==> src/design/cpu_exec_pkg.sv <==
// Constants, types and decode helpers for the instruction-subset executor.
// Assumes an AXI4-Lite master with 8-bit byte addresses and 32-bit data.
`default_nettype none
package cpu_exec_pkg;

    localparam int unsigned ADDR_W = 8;
    localparam int unsigned INSTR_W = 14;
    localparam int unsigned PC_W = 15;

    // Register byte offsets
    localparam logic [7:0] OFF_INSTR  = 8'h00;
    localparam logic [7:0] OFF_WREG   = 8'h04;
    localparam logic [7:0] OFF_STATUS = 8'h08;
    localparam logic [7:0] OFF_PC     = 8'h0C;
    localparam logic [7:0] OFF_PCH    = 8'h10;
    localparam logic [7:0] OFF_TOS    = 8'h14;
    localparam logic [7:0] OFF_FADDR  = 8'h18;
    localparam logic [7:0] OFF_FDATA  = 8'h1C;
    localparam logic [7:0] OFF_CYCLES = 8'h20;

    // Status register bit positions
    localparam int unsigned ST_Z_BIT    = 0;
    localparam int unsigned ST_PD_BIT   = 3;
    localparam int unsigned ST_TO_BIT   = 4;
    localparam int unsigned ST_BUSY_BIT = 5;
    localparam int unsigned ST_SKIP_BIT = 6;

    // Instruction word fields
    localparam int unsigned F_LSB   = 0;
    localparam int unsigned D_BIT   = 7;
    localparam int unsigned OPC_LSB = 8;

    // Opcode field values (bits 13:8)
    localparam logic [5:0] OPC_WDT  = 6'h01;
    localparam logic [5:0] OPC_CALL = 6'h02;
    localparam logic [5:0] OPC_CLEAR_WORKING_REG_OP = 6'h03;
    localparam logic [5:0] OPC_CLEAR_FILE_OP = 6'h04;
    localparam logic [5:0] OPC_COMPLEMENT_FILE_OP = 6'h05;
    localparam logic [5:0] OPC_DECREMENT_FILE_OP = 6'h06;
    localparam logic [5:0] OPC_DSZ  = 6'h07;

    // Reset values and cycle counts
    localparam logic [PC_W-1:0] RST_PC  = 15'h0000;
    localparam logic [7:0]      RST_W   = 8'h00;
    localparam logic [6:0]      RST_PCH = 7'h00;
    localparam logic [1:0]      CYC_ONE = 2'h1;
    localparam logic [1:0]      CYC_TWO = 2'h2;

    localparam logic [1:0] RESP_OKAY   = 2'h0;
    localparam logic [1:0] RESP_DECERR = 2'h3;

    typedef enum logic [3:0] {
        ST_IDLE   = 4'h1,
        ST_FETCH  = 4'h2,
        ST_EXEC   = 4'h4,
        ST_SECOND = 4'h8
    } state_t;

    typedef enum logic [3:0] {
        OP_NOP  = 4'h0,
        OP_WDT  = 4'h1,
        OP_CALL = 4'h2,
        OP_CLEAR_WORKING_REG_OP = 4'h3,
        OP_CLEAR_FILE_OP = 4'h4,
        OP_COMPLEMENT_FILE_OP = 4'h5,
        OP_DECREMENT_FILE_OP = 4'h6,
        OP_DSZ  = 4'h7
    } op_t;

    function automatic op_t decode_op(input logic [INSTR_W-1:0] instr);
        logic [5:0] opc;
        opc = instr[INSTR_W-1:OPC_LSB];
        case (opc)
            OPC_WDT:  decode_op = OP_WDT;
            OPC_CALL: decode_op = OP_CALL;
            OPC_CLEAR_WORKING_REG_OP: decode_op = OP_CLEAR_WORKING_REG_OP;
            OPC_CLEAR_FILE_OP: decode_op = OP_CLEAR_FILE_OP;
            OPC_COMPLEMENT_FILE_OP: decode_op = OP_COMPLEMENT_FILE_OP;
            OPC_DECREMENT_FILE_OP: decode_op = OP_DECREMENT_FILE_OP;
            OPC_DSZ:  decode_op = OP_DSZ;
            default:  decode_op = OP_NOP;
        endcase
    endfunction

    function automatic logic [31:0] strobe_merge(input logic [31:0] old_val,
                                                 input logic [31:0] new_val,
                                                 input logic [3:0]  strb);
        logic [31:0] res;
        res = old_val;
        for (int i = 0; i < 4; i++)
        begin
            if (strb[i])
            begin
                res[i*8 +: 8] = new_val[i*8 +: 8];
            end
        end
        strobe_merge = res;
    endfunction

endpackage
`default_nettype wire

==> src/design/cpu_instr_subset_exec.sv <==
// Executor for a subset of an 8-bit core's instructions, driven over AXI4-Lite.
// Assumes one clock; watchdog and sleep events arrive as same-clock pulses.
//
// Chosen here: the register offsets and the AXI4-Lite register port.
`timescale 1ns/1ps
`default_nettype none
module cpu_instr_subset_exec
    import cpu_exec_pkg::*;
(
    input  wire logic              i_core_clk,
    input  wire logic              i_sys_rst,
    input  wire logic              i_core_en,
    input  wire logic              i_wdt_expired,
    input  wire logic              i_sleep_entered,
    input  wire logic              i_awvalid,
    output var  logic              o_awready,
    input  wire logic [ADDR_W-1:0] i_awaddr,
    input  wire logic              i_wvalid,
    output var  logic              o_wready,
    input  wire logic [31:0]       i_wdata,
    input  wire logic [3:0]        i_wstrb,
    output var  logic              o_bvalid,
    input  wire logic              i_bready,
    output var  logic [1:0]        o_bresp,
    input  wire logic              i_arvalid,
    output var  logic              o_arready,
    input  wire logic [ADDR_W-1:0] i_araddr,
    output var  logic              o_rvalid,
    input  wire logic              i_rready,
    output var  logic [31:0]       o_rdata,
    output var  logic [1:0]        o_rresp,
    output var  logic              o_wdt_clear,
    output var  logic              o_stack_push,
    output var  logic [PC_W-1:0]   o_stack_data,
    output var  logic [PC_W-1:0]   o_pc,
    output var  logic [7:0]        o_w,
    output var  logic              o_zero,
    output var  logic              o_to_n,
    output var  logic              o_pd_n,
    output var  logic              o_busy
);

    state_t               state;
    state_t               next_state;
    logic [INSTR_W-1:0]   instr_q;
    logic [6:0]           pch;
    logic [6:0]           faddr;
    logic                 skip_pending;
    logic [1:0]           last_cycles;
    logic                 aw_got;
    logic                 w_got;
    logic [ADDR_W-1:0]    awaddr_q;
    logic [31:0]          wdata_q;
    logic [3:0]           wstrb_q;
    logic [7:0]           mem_rdata_a;
    logic [7:0]           mem_rdata_b;

    // Bus handshakes
    wire logic aw_hs = i_awvalid & o_awready;
    wire logic w_hs = i_wvalid & o_wready;
    wire logic ar_hs = i_arvalid & o_arready;
    wire logic wr_fire = aw_got & w_got & ~o_bvalid;
    wire logic next_aw_got = aw_hs | (aw_got & ~wr_fire);
    wire logic next_w_got = w_hs | (w_got & ~wr_fire);
    wire logic next_bvalid = wr_fire | (o_bvalid & ~i_bready);
    wire logic next_rvalid = ar_hs | (o_rvalid & ~i_rready);

    // Write decode; writes while an instruction runs are dropped
    wire logic idle = (state == ST_IDLE);
    wire logic wr_ok = wr_fire & idle;
    wire logic wr_instr = wr_ok & (awaddr_q == OFF_INSTR);
    wire logic wr_wreg = wr_ok & (awaddr_q == OFF_WREG);
    wire logic wr_status = wr_ok & (awaddr_q == OFF_STATUS);
    wire logic wr_pc = wr_ok & (awaddr_q == OFF_PC);
    wire logic wr_pch = wr_ok & (awaddr_q == OFF_PCH);
    wire logic wr_faddr = wr_ok & (awaddr_q == OFF_FADDR);
    wire logic wr_fdata = wr_ok & (awaddr_q == OFF_FDATA);
    wire logic wr_hit = (awaddr_q <= OFF_CYCLES) & (awaddr_q[1:0] == 2'h0);
    wire logic [31:0] merged = strobe_merge(32'h0000_0000, wdata_q, wstrb_q);
    wire logic discard = wr_instr & skip_pending;

    // Instruction fields and execution
    wire op_t        op = decode_op(instr_q);
    wire logic [6:0] f_addr = instr_q[F_LSB +: 7];
    wire logic       dest_file = instr_q[D_BIT];
    wire logic       ex_fire = i_core_en & (state == ST_EXEC);
    wire logic       arith = (op == OP_COMPLEMENT_FILE_OP) | (op == OP_DECREMENT_FILE_OP) | (op == OP_DSZ);
    wire logic [7:0] dec_res = mem_rdata_a - 8'h01;
    wire logic [7:0] alu_res = (op == OP_COMPLEMENT_FILE_OP) ? ~mem_rdata_a :
                               (op == OP_CLEAR_FILE_OP) ? 8'h00 : dec_res;
    wire logic       res_zero = (alu_res == 8'h00);
    wire logic       skip_taken = (op == OP_DSZ) & res_zero;
    wire logic [PC_W-1:0] pc_next_seq = o_pc + 15'h0001;

    // File write: clear-file always, other results by destination bit, or software when idle
    wire logic ex_we = (op == OP_CLEAR_FILE_OP) | (arith & dest_file);
    wire logic mem_we = (ex_fire & ex_we) | (i_core_en & wr_fdata);
    wire logic [6:0] mem_waddr = ex_fire ? f_addr : faddr;
    wire logic [7:0] mem_wdata = ex_fire ? alu_res : merged[7:0];

    // Read decode
    wire logic [31:0] status_word = {25'h0, skip_pending, ~idle, o_to_n, o_pd_n,
                                     2'h0, o_zero};
    wire logic rd_hit = (i_araddr <= OFF_CYCLES) & (i_araddr[1:0] == 2'h0);
    wire logic [31:0] rd_word =
        (i_araddr == OFF_INSTR)  ? {18'h0, instr_q} :
        (i_araddr == OFF_WREG)   ? {24'h0, o_w} :
        (i_araddr == OFF_STATUS) ? status_word :
        (i_araddr == OFF_PC)     ? {17'h0, o_pc} :
        (i_araddr == OFF_PCH)    ? {25'h0, pch} :
        (i_araddr == OFF_TOS)    ? {17'h0, o_stack_data} :
        (i_araddr == OFF_FADDR)  ? {25'h0, faddr} :
        (i_araddr == OFF_FDATA)  ? {24'h0, mem_rdata_b} :
        (i_araddr == OFF_CYCLES) ? {30'h0, last_cycles} : 32'h0000_0000;

    file_reg_ram u_ram
    (
        .i_core_clk (i_core_clk),
        .i_core_en  (i_core_en),
        .i_we       (mem_we),
        .i_waddr    (mem_waddr),
        .i_wdata    (mem_wdata),
        .i_raddr_a  (f_addr),
        .i_raddr_b  (faddr),
        .o_rdata_a  (mem_rdata_a),
        .o_rdata_b  (mem_rdata_b)
    );

    // Sequencer
    always_comb
    begin
        next_state = state;
        case (state)
            ST_IDLE:   next_state = (wr_instr & ~skip_pending) ? ST_FETCH : ST_IDLE;
            ST_FETCH:  next_state = ST_EXEC;
            ST_EXEC:   next_state = (op == OP_CALL) ? ST_SECOND : ST_IDLE;
            ST_SECOND: next_state = ST_IDLE;
            default:   next_state = ST_IDLE;
        endcase
    end

    always_ff @(posedge i_core_clk)
    begin
        if (i_sys_rst)
        begin
            state <= ST_IDLE;
            o_busy <= 1'b0;
            instr_q <= '0;
            last_cycles <= CYC_ONE;
        end
        else if (i_core_en)
        begin
            state <= next_state;
            o_busy <= (next_state != ST_IDLE);
            if (wr_instr & ~skip_pending)
            begin
                instr_q <= merged[INSTR_W-1:0];
            end
            if (ex_fire)
            begin
                last_cycles <= ((op == OP_CALL) | skip_taken) ? CYC_TWO : CYC_ONE;
            end
        end
    end

    always_ff @(posedge i_core_clk)
    begin
        if (i_sys_rst)
        begin
            o_wdt_clear <= 1'b0;
            o_stack_push <= 1'b0;
            o_stack_data <= RST_PC;
        end
        else if (i_core_en)
        begin
            o_wdt_clear <= ex_fire & (op == OP_WDT);
            o_stack_push <= ex_fire & (op == OP_CALL);
            if (ex_fire & (op == OP_CALL))
            begin
                o_stack_data <= pc_next_seq;
            end
        end
    end

    // call target from latch and W
    always_ff @(posedge i_core_clk)
    begin
        if (i_sys_rst)
        begin
            o_pc <= RST_PC;
            pch <= RST_PCH;
            faddr <= 7'h00;
        end
        else if (i_core_en)
        begin
            if (ex_fire & (op == OP_CALL))
                o_pc <= {pch, o_w};
            else if (ex_fire | discard)
                o_pc <= pc_next_seq;
            else if (wr_pc)
                o_pc <= merged[PC_W-1:0];
            if (wr_pch)
                pch <= merged[6:0];
            if (wr_faddr)
                faddr <= merged[6:0];
        end
    end

    always_ff @(posedge i_core_clk)
    begin
        if (i_sys_rst)
            o_w <= RST_W;
        else if (i_core_en)
        begin
            if (ex_fire & (op == OP_CLEAR_WORKING_REG_OP))
                o_w <= 8'h00;
            else if (ex_fire & arith & ~dest_file)
                o_w <= alu_res;
            else if (wr_wreg)
                o_w <= merged[7:0];
        end
    end

    always_ff @(posedge i_core_clk)
    begin
        if (i_sys_rst)
        begin
            o_zero <= 1'b0;
            skip_pending <= 1'b0;
        end
        else if (i_core_en)
        begin
            if (ex_fire & ((op == OP_CLEAR_FILE_OP) | (op == OP_CLEAR_WORKING_REG_OP)))
                o_zero <= 1'b1;
            else if (ex_fire & ((op == OP_COMPLEMENT_FILE_OP) | (op == OP_DECREMENT_FILE_OP)))
                o_zero <= res_zero;
            else if (wr_status)
                o_zero <= merged[ST_Z_BIT];
            if (ex_fire & skip_taken)
                skip_pending <= 1'b1;
            else if (discard)
                skip_pending <= 1'b0;
        end
    end

    // flags set; a same-cycle event wins
    always_ff @(posedge i_core_clk)
    begin
        if (i_sys_rst)
        begin
            o_to_n <= 1'b1;
            o_pd_n <= 1'b1;
        end
        else if (i_core_en)
        begin
            if (i_wdt_expired)
                o_to_n <= 1'b0;
            else if (ex_fire & (op == OP_WDT))
                o_to_n <= 1'b1;
            if (i_sleep_entered)
                o_pd_n <= 1'b0;
            else if (ex_fire & (op == OP_WDT))
                o_pd_n <= 1'b1;
        end
    end

    // Bus slave; the master must stay idle while the enable is low
    always_ff @(posedge i_core_clk)
    begin
        if (i_sys_rst)
        begin
            aw_got <= 1'b0;
            w_got <= 1'b0;
            o_awready <= 1'b0;
            o_wready <= 1'b0;
            o_bvalid <= 1'b0;
            o_bresp <= RESP_OKAY;
            awaddr_q <= '0;
            wdata_q <= 32'h0000_0000;
            wstrb_q <= 4'h0;
        end
        else if (i_core_en)
        begin
            aw_got <= next_aw_got;
            w_got <= next_w_got;
            o_awready <= ~next_aw_got & ~next_bvalid;
            o_wready <= ~next_w_got & ~next_bvalid;
            o_bvalid <= next_bvalid;
            if (aw_hs)
                awaddr_q <= i_awaddr;
            if (w_hs)
            begin
                wdata_q <= i_wdata;
                wstrb_q <= i_wstrb;
            end
            if (wr_fire)
                o_bresp <= wr_hit ? RESP_OKAY : RESP_DECERR;
        end
    end

    always_ff @(posedge i_core_clk)
    begin
        if (i_sys_rst)
        begin
            o_arready <= 1'b0;
            o_rvalid <= 1'b0;
            o_rdata <= 32'h0000_0000;
            o_rresp <= RESP_OKAY;
        end
        else if (i_core_en)
        begin
            o_arready <= ~next_rvalid;
            o_rvalid <= next_rvalid;
            if (ar_hs)
            begin
                o_rdata <= rd_word;
                o_rresp <= rd_hit ? RESP_OKAY : RESP_DECERR;
            end
        end
    end
endmodule
`default_nettype wire

==> src/design/file_reg_ram.sv <==
// File register storage, 128 bytes, one write port and two read ports.
// Read data are registered; all state freezes while the enable is low.
`timescale 1ns/1ps
`default_nettype none
module file_reg_ram
(
    input  wire logic       i_core_clk,
    input  wire logic       i_core_en,
    input  wire logic       i_we,
    input  wire logic [6:0] i_waddr,
    input  wire logic [7:0] i_wdata,
    input  wire logic [6:0] i_raddr_a,
    input  wire logic [6:0] i_raddr_b,
    output var  logic [7:0] o_rdata_a,
    output var  logic [7:0] o_rdata_b
);

    logic [7:0] mem [0:127];

    // No reset: contents are undefined until software or code writes them
    always_ff @(posedge i_core_clk)
    begin
        if (i_core_en)
        begin
            if (i_we)
            begin
                mem[i_waddr] <= i_wdata;
            end
            o_rdata_a <= mem[i_raddr_a];
            o_rdata_b <= mem[i_raddr_b];
        end
    end

endmodule
`default_nettype wire

==> config.mk <==
export PLATFORM = sky130hd
export DESIGN_NAME = cpu_instr_subset_exec
export DESIGN_NICKNAME = d
export VERILOG_FILES = /design/src/design/cpu_exec_pkg.sv /design/src/design/cpu_instr_subset_exec.sv /design/src/design/file_reg_ram.sv
export SDC_FILE = /design/constraint.sdc
export NUM_CORES = 2
export LEC_CHECK = 0
export BUFFER_PORTS_ARGS = -buffer_cell sky130_fd_sc_hd__buf_4
export CORE_ASPECT_RATIO = 0.5
export CORE_MARGIN = 10
export CORE_UTILIZATION = 65
export CTS_CLUSTER_SIZE = 28
export DETAILED_ROUTE_END_ITERATION = 10
export PLACE_DENSITY = 0.83
export SYNTH_ARGS = -nofsm -noshare
export SYNTH_HDL_FRONTEND = slang
export SYNTH_HIERARCHICAL = 1
export SYNTH_SLANG_ARGS = --single-unit
==> constraint.sdc <==
create_clock -name i_core_clk -period 22.9 [get_ports i_core_clk]
set_input_delay 1.145 -clock i_core_clk [delete_from_list [all_inputs] [get_ports i_core_clk]]
set_output_delay 1.145 -clock i_core_clk [all_outputs]
set_load 0.01 [all_outputs]
-- Yosys cells after proc, flatten, opt, wreduce, memory -nomap -nowiden
Memories as Yosys holds them, arrays and structs flattened. A register that Yosys moved wholly into a read port is not among the register bits.
Cells that the tools add are included.
- logic and storage cells: 189
- RAM bits: 1024
- memories kept: 1
- flip-flop bits (word level): 147
- input bits: 62
- $lt $le $gt $ge: 2
- reduce and logical (&&, ||, !) cells: 26
- multiplexer cells: 39
- $add $sub $neg: 2
- eq/ne operators: 32
- bitwise operators: 59
- memories (name ; depth ; bits a word ; read ports ; clocked after memory_dff ; write ports ; line ; text):
    u_ram.mem ; 128 ; 8 ; 2 ; 2 ; 1 ; file_reg_ram.sv:18 ; logic [7:0] mem [0:127];
- operators with widths (cell ; number):
    $mux 15 ; 9
    $mux 8 ; 9
    $eq 8x5->1 const B ; 7
    $and 1x1->1 ; 36
    $eq 8x4->1 const B ; 4
    $reduce_and 2->1 ; 15
    $eq 6x3->1 const B ; 4
    $logic_not 8->1 ; 3
    $pmux 3 s7 ; 1
    $eq 4x3->1 const B ; 5
    $eq 8x3->1 const B ; 2
    $le 8x6->1 const B ; 2
    $add 15x1->15 const B ; 1
    $mux 7 ; 2
    $eq 4x2->1 const B ; 3
    $eq 6x2->1 const B ; 2
    $pmux 4 s3 ; 1
    $mux 1 ; 11
    $not 1->1 ; 11
    $or 1x1->1 ; 11
    $mux 2 ; 5
    $reduce_bool 3->1 ; 3
    $eq 4x1->1 const B ; 2
    $eq 8x6->1 const B ; 1
    other kinds (7) ; 10

-- Depth between registers and ports, before layout
- depth in word-level cells: 12
- gate-level depth with buffers: 12
- depth with buffers taken out: 8

-- Hierarchy
Netlist, hierarchy kept.
- by module, submodules not included (module ; instances ; cells an instance ; area each (um^2)):
    file_reg_ram ; 1 ; 2061 ; 47998.5
    cpu_instr_subset_exec ; 1 ; 912 ; 7121.8

-- Worst setup path before layout
No wires, ideal clock.
- path kind: input port to flip-flop
- from: in i_core_en
- to: mem u_ram.mem[0][6], data pin
- stages on the path: 6
- data required time: 21.702 ns
- arrival time: 7.263 ns
- slack: 14.439 ns
- library setup time: 1.198 ns
- path through: nor3b_1 > nand2_1 > clkbuf_1 > clkbuf_1 > clkbuf_1 > o21ai_0
- longest elaborated chain between the ends: 2
- RTL lines (item ; line ; text):
    from (decl) ; cpu_instr_subset_exec.sv:12 ; input wire logic i_core_en,
    $and 1x1->1 ; cpu_instr_subset_exec.sv:86 ; wire logic ex_fire = i_core_en & (state == ST_EXEC);
    $mux 8 ; cpu_instr_subset_exec.sv:99 ; wire logic [7:0] mem_wdata = ex_fire ? alu_res : merged[7:0];
    named net mem_wdata[6] ; cpu_instr_subset_exec.sv:99 ;
    to (decl) ; file_reg_ram.sv:18 ;
The timed path passes the listed nets, and every way through them passes these cells.

-- Worst setup path in the final report
- from: in i_core_en
- to: mem u_ram.mem[67][1] (enable)
- longest elaborated chain between the ends: 6
- elaborated cells between the ends (all ways): 8
- those cells by class: mux: 4; bitwise: 4
- RTL lines (item ; line ; text):
    $and 1x1->1 ; cpu_instr_subset_exec.sv:86 ;
    $and 1x1->1 ; cpu_instr_subset_exec.sv:97 ; wire logic mem_we = (ex_fire & ex_we) | (i_core_en & wr_fdata);
    $or 1x1->1 * ; cpu_instr_subset_exec.sv:97 ;
    named net mem_we ; cpu_instr_subset_exec.sv:97 ;
    $mux 1 * ; file_reg_ram.sv:25 ; if (i_we)
    $mux 1 * ; file_reg_ram.sv:23 ; if (i_core_en)
    $mux 1 (implied by the code) * ; file_reg_ram.sv:27 ; mem[i_waddr] <= i_wdata;
Mark *: on every way through the listed nets, which the timed path passes. The rest lies on a longest branch.

==> run_results.csv <==
group,metric,value,unit
status,status,"finished, violations left",
status,violations,"capacitance limit, slew limit",
timing,timing.slew.headroom,-2.812,%
yosys,synth_compound_area_share,3.192,%
drt,drc_errors,0,
timing,setup_viol,0,
timing,finalClockSkew,0.04357,ns
yosys,synth-simple-area-share,4.610,%
timing,min_period,6.399,ns
yosys,synth_adder_area_share,0.04540,%
drt,dr.pass1.iters,8,
yosys,synth_top_cells_by_count,"edfxtp_1, mux4_2, nor2_1, nand2_1, dfxtp_1",
clock_tree,tritoncts,"yes",
global_route,grt_pass1_vias,34920,
drt,vias,35840,
yosys,synthArstFlopShare,0,%
clock_tree,cts_made_buffers,100,
timing,final_hold_viol_count,0,
placed_design,numPlacedInstances,4025,
drt,drt_iter0_drc,7338,
timing,rsz0062_at_grt,"false",
floorplanning,ios,147,
pwr,p_per_area,69.21,mW/mm²
drt,avgRoutedWirePerCell,43.63,µm
clock_tree,cts_resized,0,
timing,timing.hold.ws,0.4628,ns
setup_path,crit_type,"in -> reg",
yosys,synth.top_cells.by_area,"edfxtp_1, mux4_2, dfxtp_1",
final_layout,layoutNonFillerInstCount,4229,
clock_tree,htree_levels,3,
drt,wl,184500,µm
yosys,synth_cell_types,78,
setup_path,path_max_fanout,41,
yosys,synth-edff-count,1040,
placed_design,dp_hpwl,99730,µm
yosys,yosysWarnings,6,
placed_design,gp_congestion,0.9553,
setup_path,cp.arrival,6.72,ns
yosys,yosysTopAreaCell,"edfxtp_1",
yosys,avgSynthCellArea,18.54,µm²
yosys,synth_area,0.05512,mm²
drt,ant_nets,0,
placed_design,dp_slack,16.55,ns
yosys,synth.most_common_cell,"edfxtp_1",
pwr,irDropWorstVdd,0.00005304,V
clock_tree,path_clk_slew,0.07,ns
global_route,overflow,0,
floorplanning,die_w,431.8,µm
hold_path,holdCritPathClass,"reg -> reg",
placed_design,io_buffers,110,
global_route,grt_pass1_wl,262300,µm
global_route,antenna_found_initial,24,
final_layout,multi_input_area,0.02029,mm²
clock_tree,clock_path_buffers,3,
final_layout,layout-drive-gt1-share,33.81,%
floorplanning,fp.dieH,225.9,µm
clock_tree,cts_root_buf,"clkbuf_16",
yosys,yosys-mux-area-fraction,28.38,%
flow_run,drv_cap,2,
final_layout,seq_area,0.03382,mm²
placed_design,placed_area,0.05683,mm²
floorplanning,core_region_area,0.08399,mm²
final_layout,final_area,0.06035,mm²
clock_tree,clkSinkCount,1168,
yosys,synth_seq_cells,1168,
setup_path,required,23.22,ns
final_layout,n_fill_cell,4288,
timing,fin_crit_sh,27.94,%
yosys,synth-main-ff-cell,"edfxtp_1",
floorplanning,start_util,65.63,%
final_layout,syn2layout_area_growth,9.479,%
global_route,grt_use_total,37.60,%
clock_tree,cts_setup_buffers,0,
timing,report.final.slew_viol_count,9,
drt,viasPerCell,8.474,
yosys,synth_top_family_by_area,"multiplexers",
floorplanning,dieArea,0.09756,mm²
timing,worst_slew_pin_slew,1.537,ns
pwr,leakage,19.35,nW
yosys,yosysTopAreaCellShare,56.66,%
clock_tree,clk-insertion-delay-late,0.74,ns
timing,fmax,156.3,MHz
setup_path,start_kind,"input pin",
setup_path,end_kind,"flop",
clock_tree,ctsHoldBuffers,0,
yosys,seq_area_frac_synth,61.31,%
yosys,synthCells,2973,
timing,finalWorstSetupSlack,16.50,ns
floorplanning,rows,75,
final_layout,nets,3078,
setup_path,reg2reg_slack,16.70,ns
yosys,synth_xor_area_share,0.2860,%
timing,fin_tns_setup,0,ns
global_route,grt_max_degree,153,
[routing by layer]
metal  wire length, µm  GRT usage, %  vias up
met5               102             0        -
met4             12370         17.99       16
met3             32710         15.91      935
met2             82970         57.11     4293
met1             56360         47.07    17940
li1                  -             -    12660
[kinds of logic (layout without fill, tap and decap cells)]
kind of cell | Yosys count | in the layout
mux | 720 | 720
fa+ha+maj | 2 | 2
compound gates | 257 | 257
simple gates | 545 | 545
flops | 1168 | 1168
other cells | 1 | 30
buf+inv | 262 | 373
xor+xnor | 18 | 18
[path summary, 6_finish.rpt]
path / startpoint / endpoint / cells past startpoint
max: i_core_en / u_ram/mem[67][1] / 9
min reg2reg: wdata_q[0] / wdata_q[0] / 2
min: wdata_q[0] / wdata_q[0] / 2
max reg2reg: faddr[0] / u_ram/o_rdata_b[1] / 8
[stage by stage]
stage / utilization (%) / total power, mW
final: 71.85 / 4.177
after global routing: 71.81 / 4.244
after CTS: 71.69 / 4.172
after detailed placement: 67.66 / 2.374
after global placement: 67.66 / 2.373
after floorplan: - / 2.360
[final cells by class]
type                    instances  share of cell area (%)
flip-flops and latches       1168                   56.05
multi-input cells            1559                   33.63
clock buffers                 116                   4.315
well taps                    1116                   2.314
repair buffers                162                   2.216
clock inverters                72                   1.283
inverters                      23                  0.1431
diodes                         13                 0.05391
[power by group]
part	internal [mW]	total (mW)	switching, mW
registers	2.29	2.29	0.00484
clock network	0.990	1.85	0.859
logic	0.0135	0.0374	0.0239
total	3.29	4.18	0.888
[registers in the layout, summed over array words and instances, names as in the netlist, 2 cells and up]
name             cells
awaddr_q             8
faddr                7
instr_q             14
last_cycles          2
o_pc                15
o_rdata             15
o_stack_data        15
o_w                  8
pch                  7
state                4
u_ram/mem         1024
u_ram/o_rdata_a      8
u_ram/o_rdata_b      8
wdata_q             15
wstrb_q              2
[worst max-delay path, cell delays in order]
cell and delay, ns:
buf_4 0.49, nor3b_1 0.54, nand2_1 0.10, buf_4 0.32
nor2_1 0.21, o2bb2ai_1 0.17, and2_1 0.84, nand4b_1 1.34
nor2_1 1.52
[cell usage in the layout, fill, tap and decap left out, drive strengths merged, types with 24 or more instances in the layout]
master / instances
a21oi: 84
buf: 162
clkbuf: 116
clkinv: 51
dfxtp: 128
edfxtp: 1040
inv: 24
mux2i: 27
mux4: 672
nand2: 137
nand3: 36
nor2: 224
nor3: 26
o21ai: 41
(Power assumes the default switching activity.)
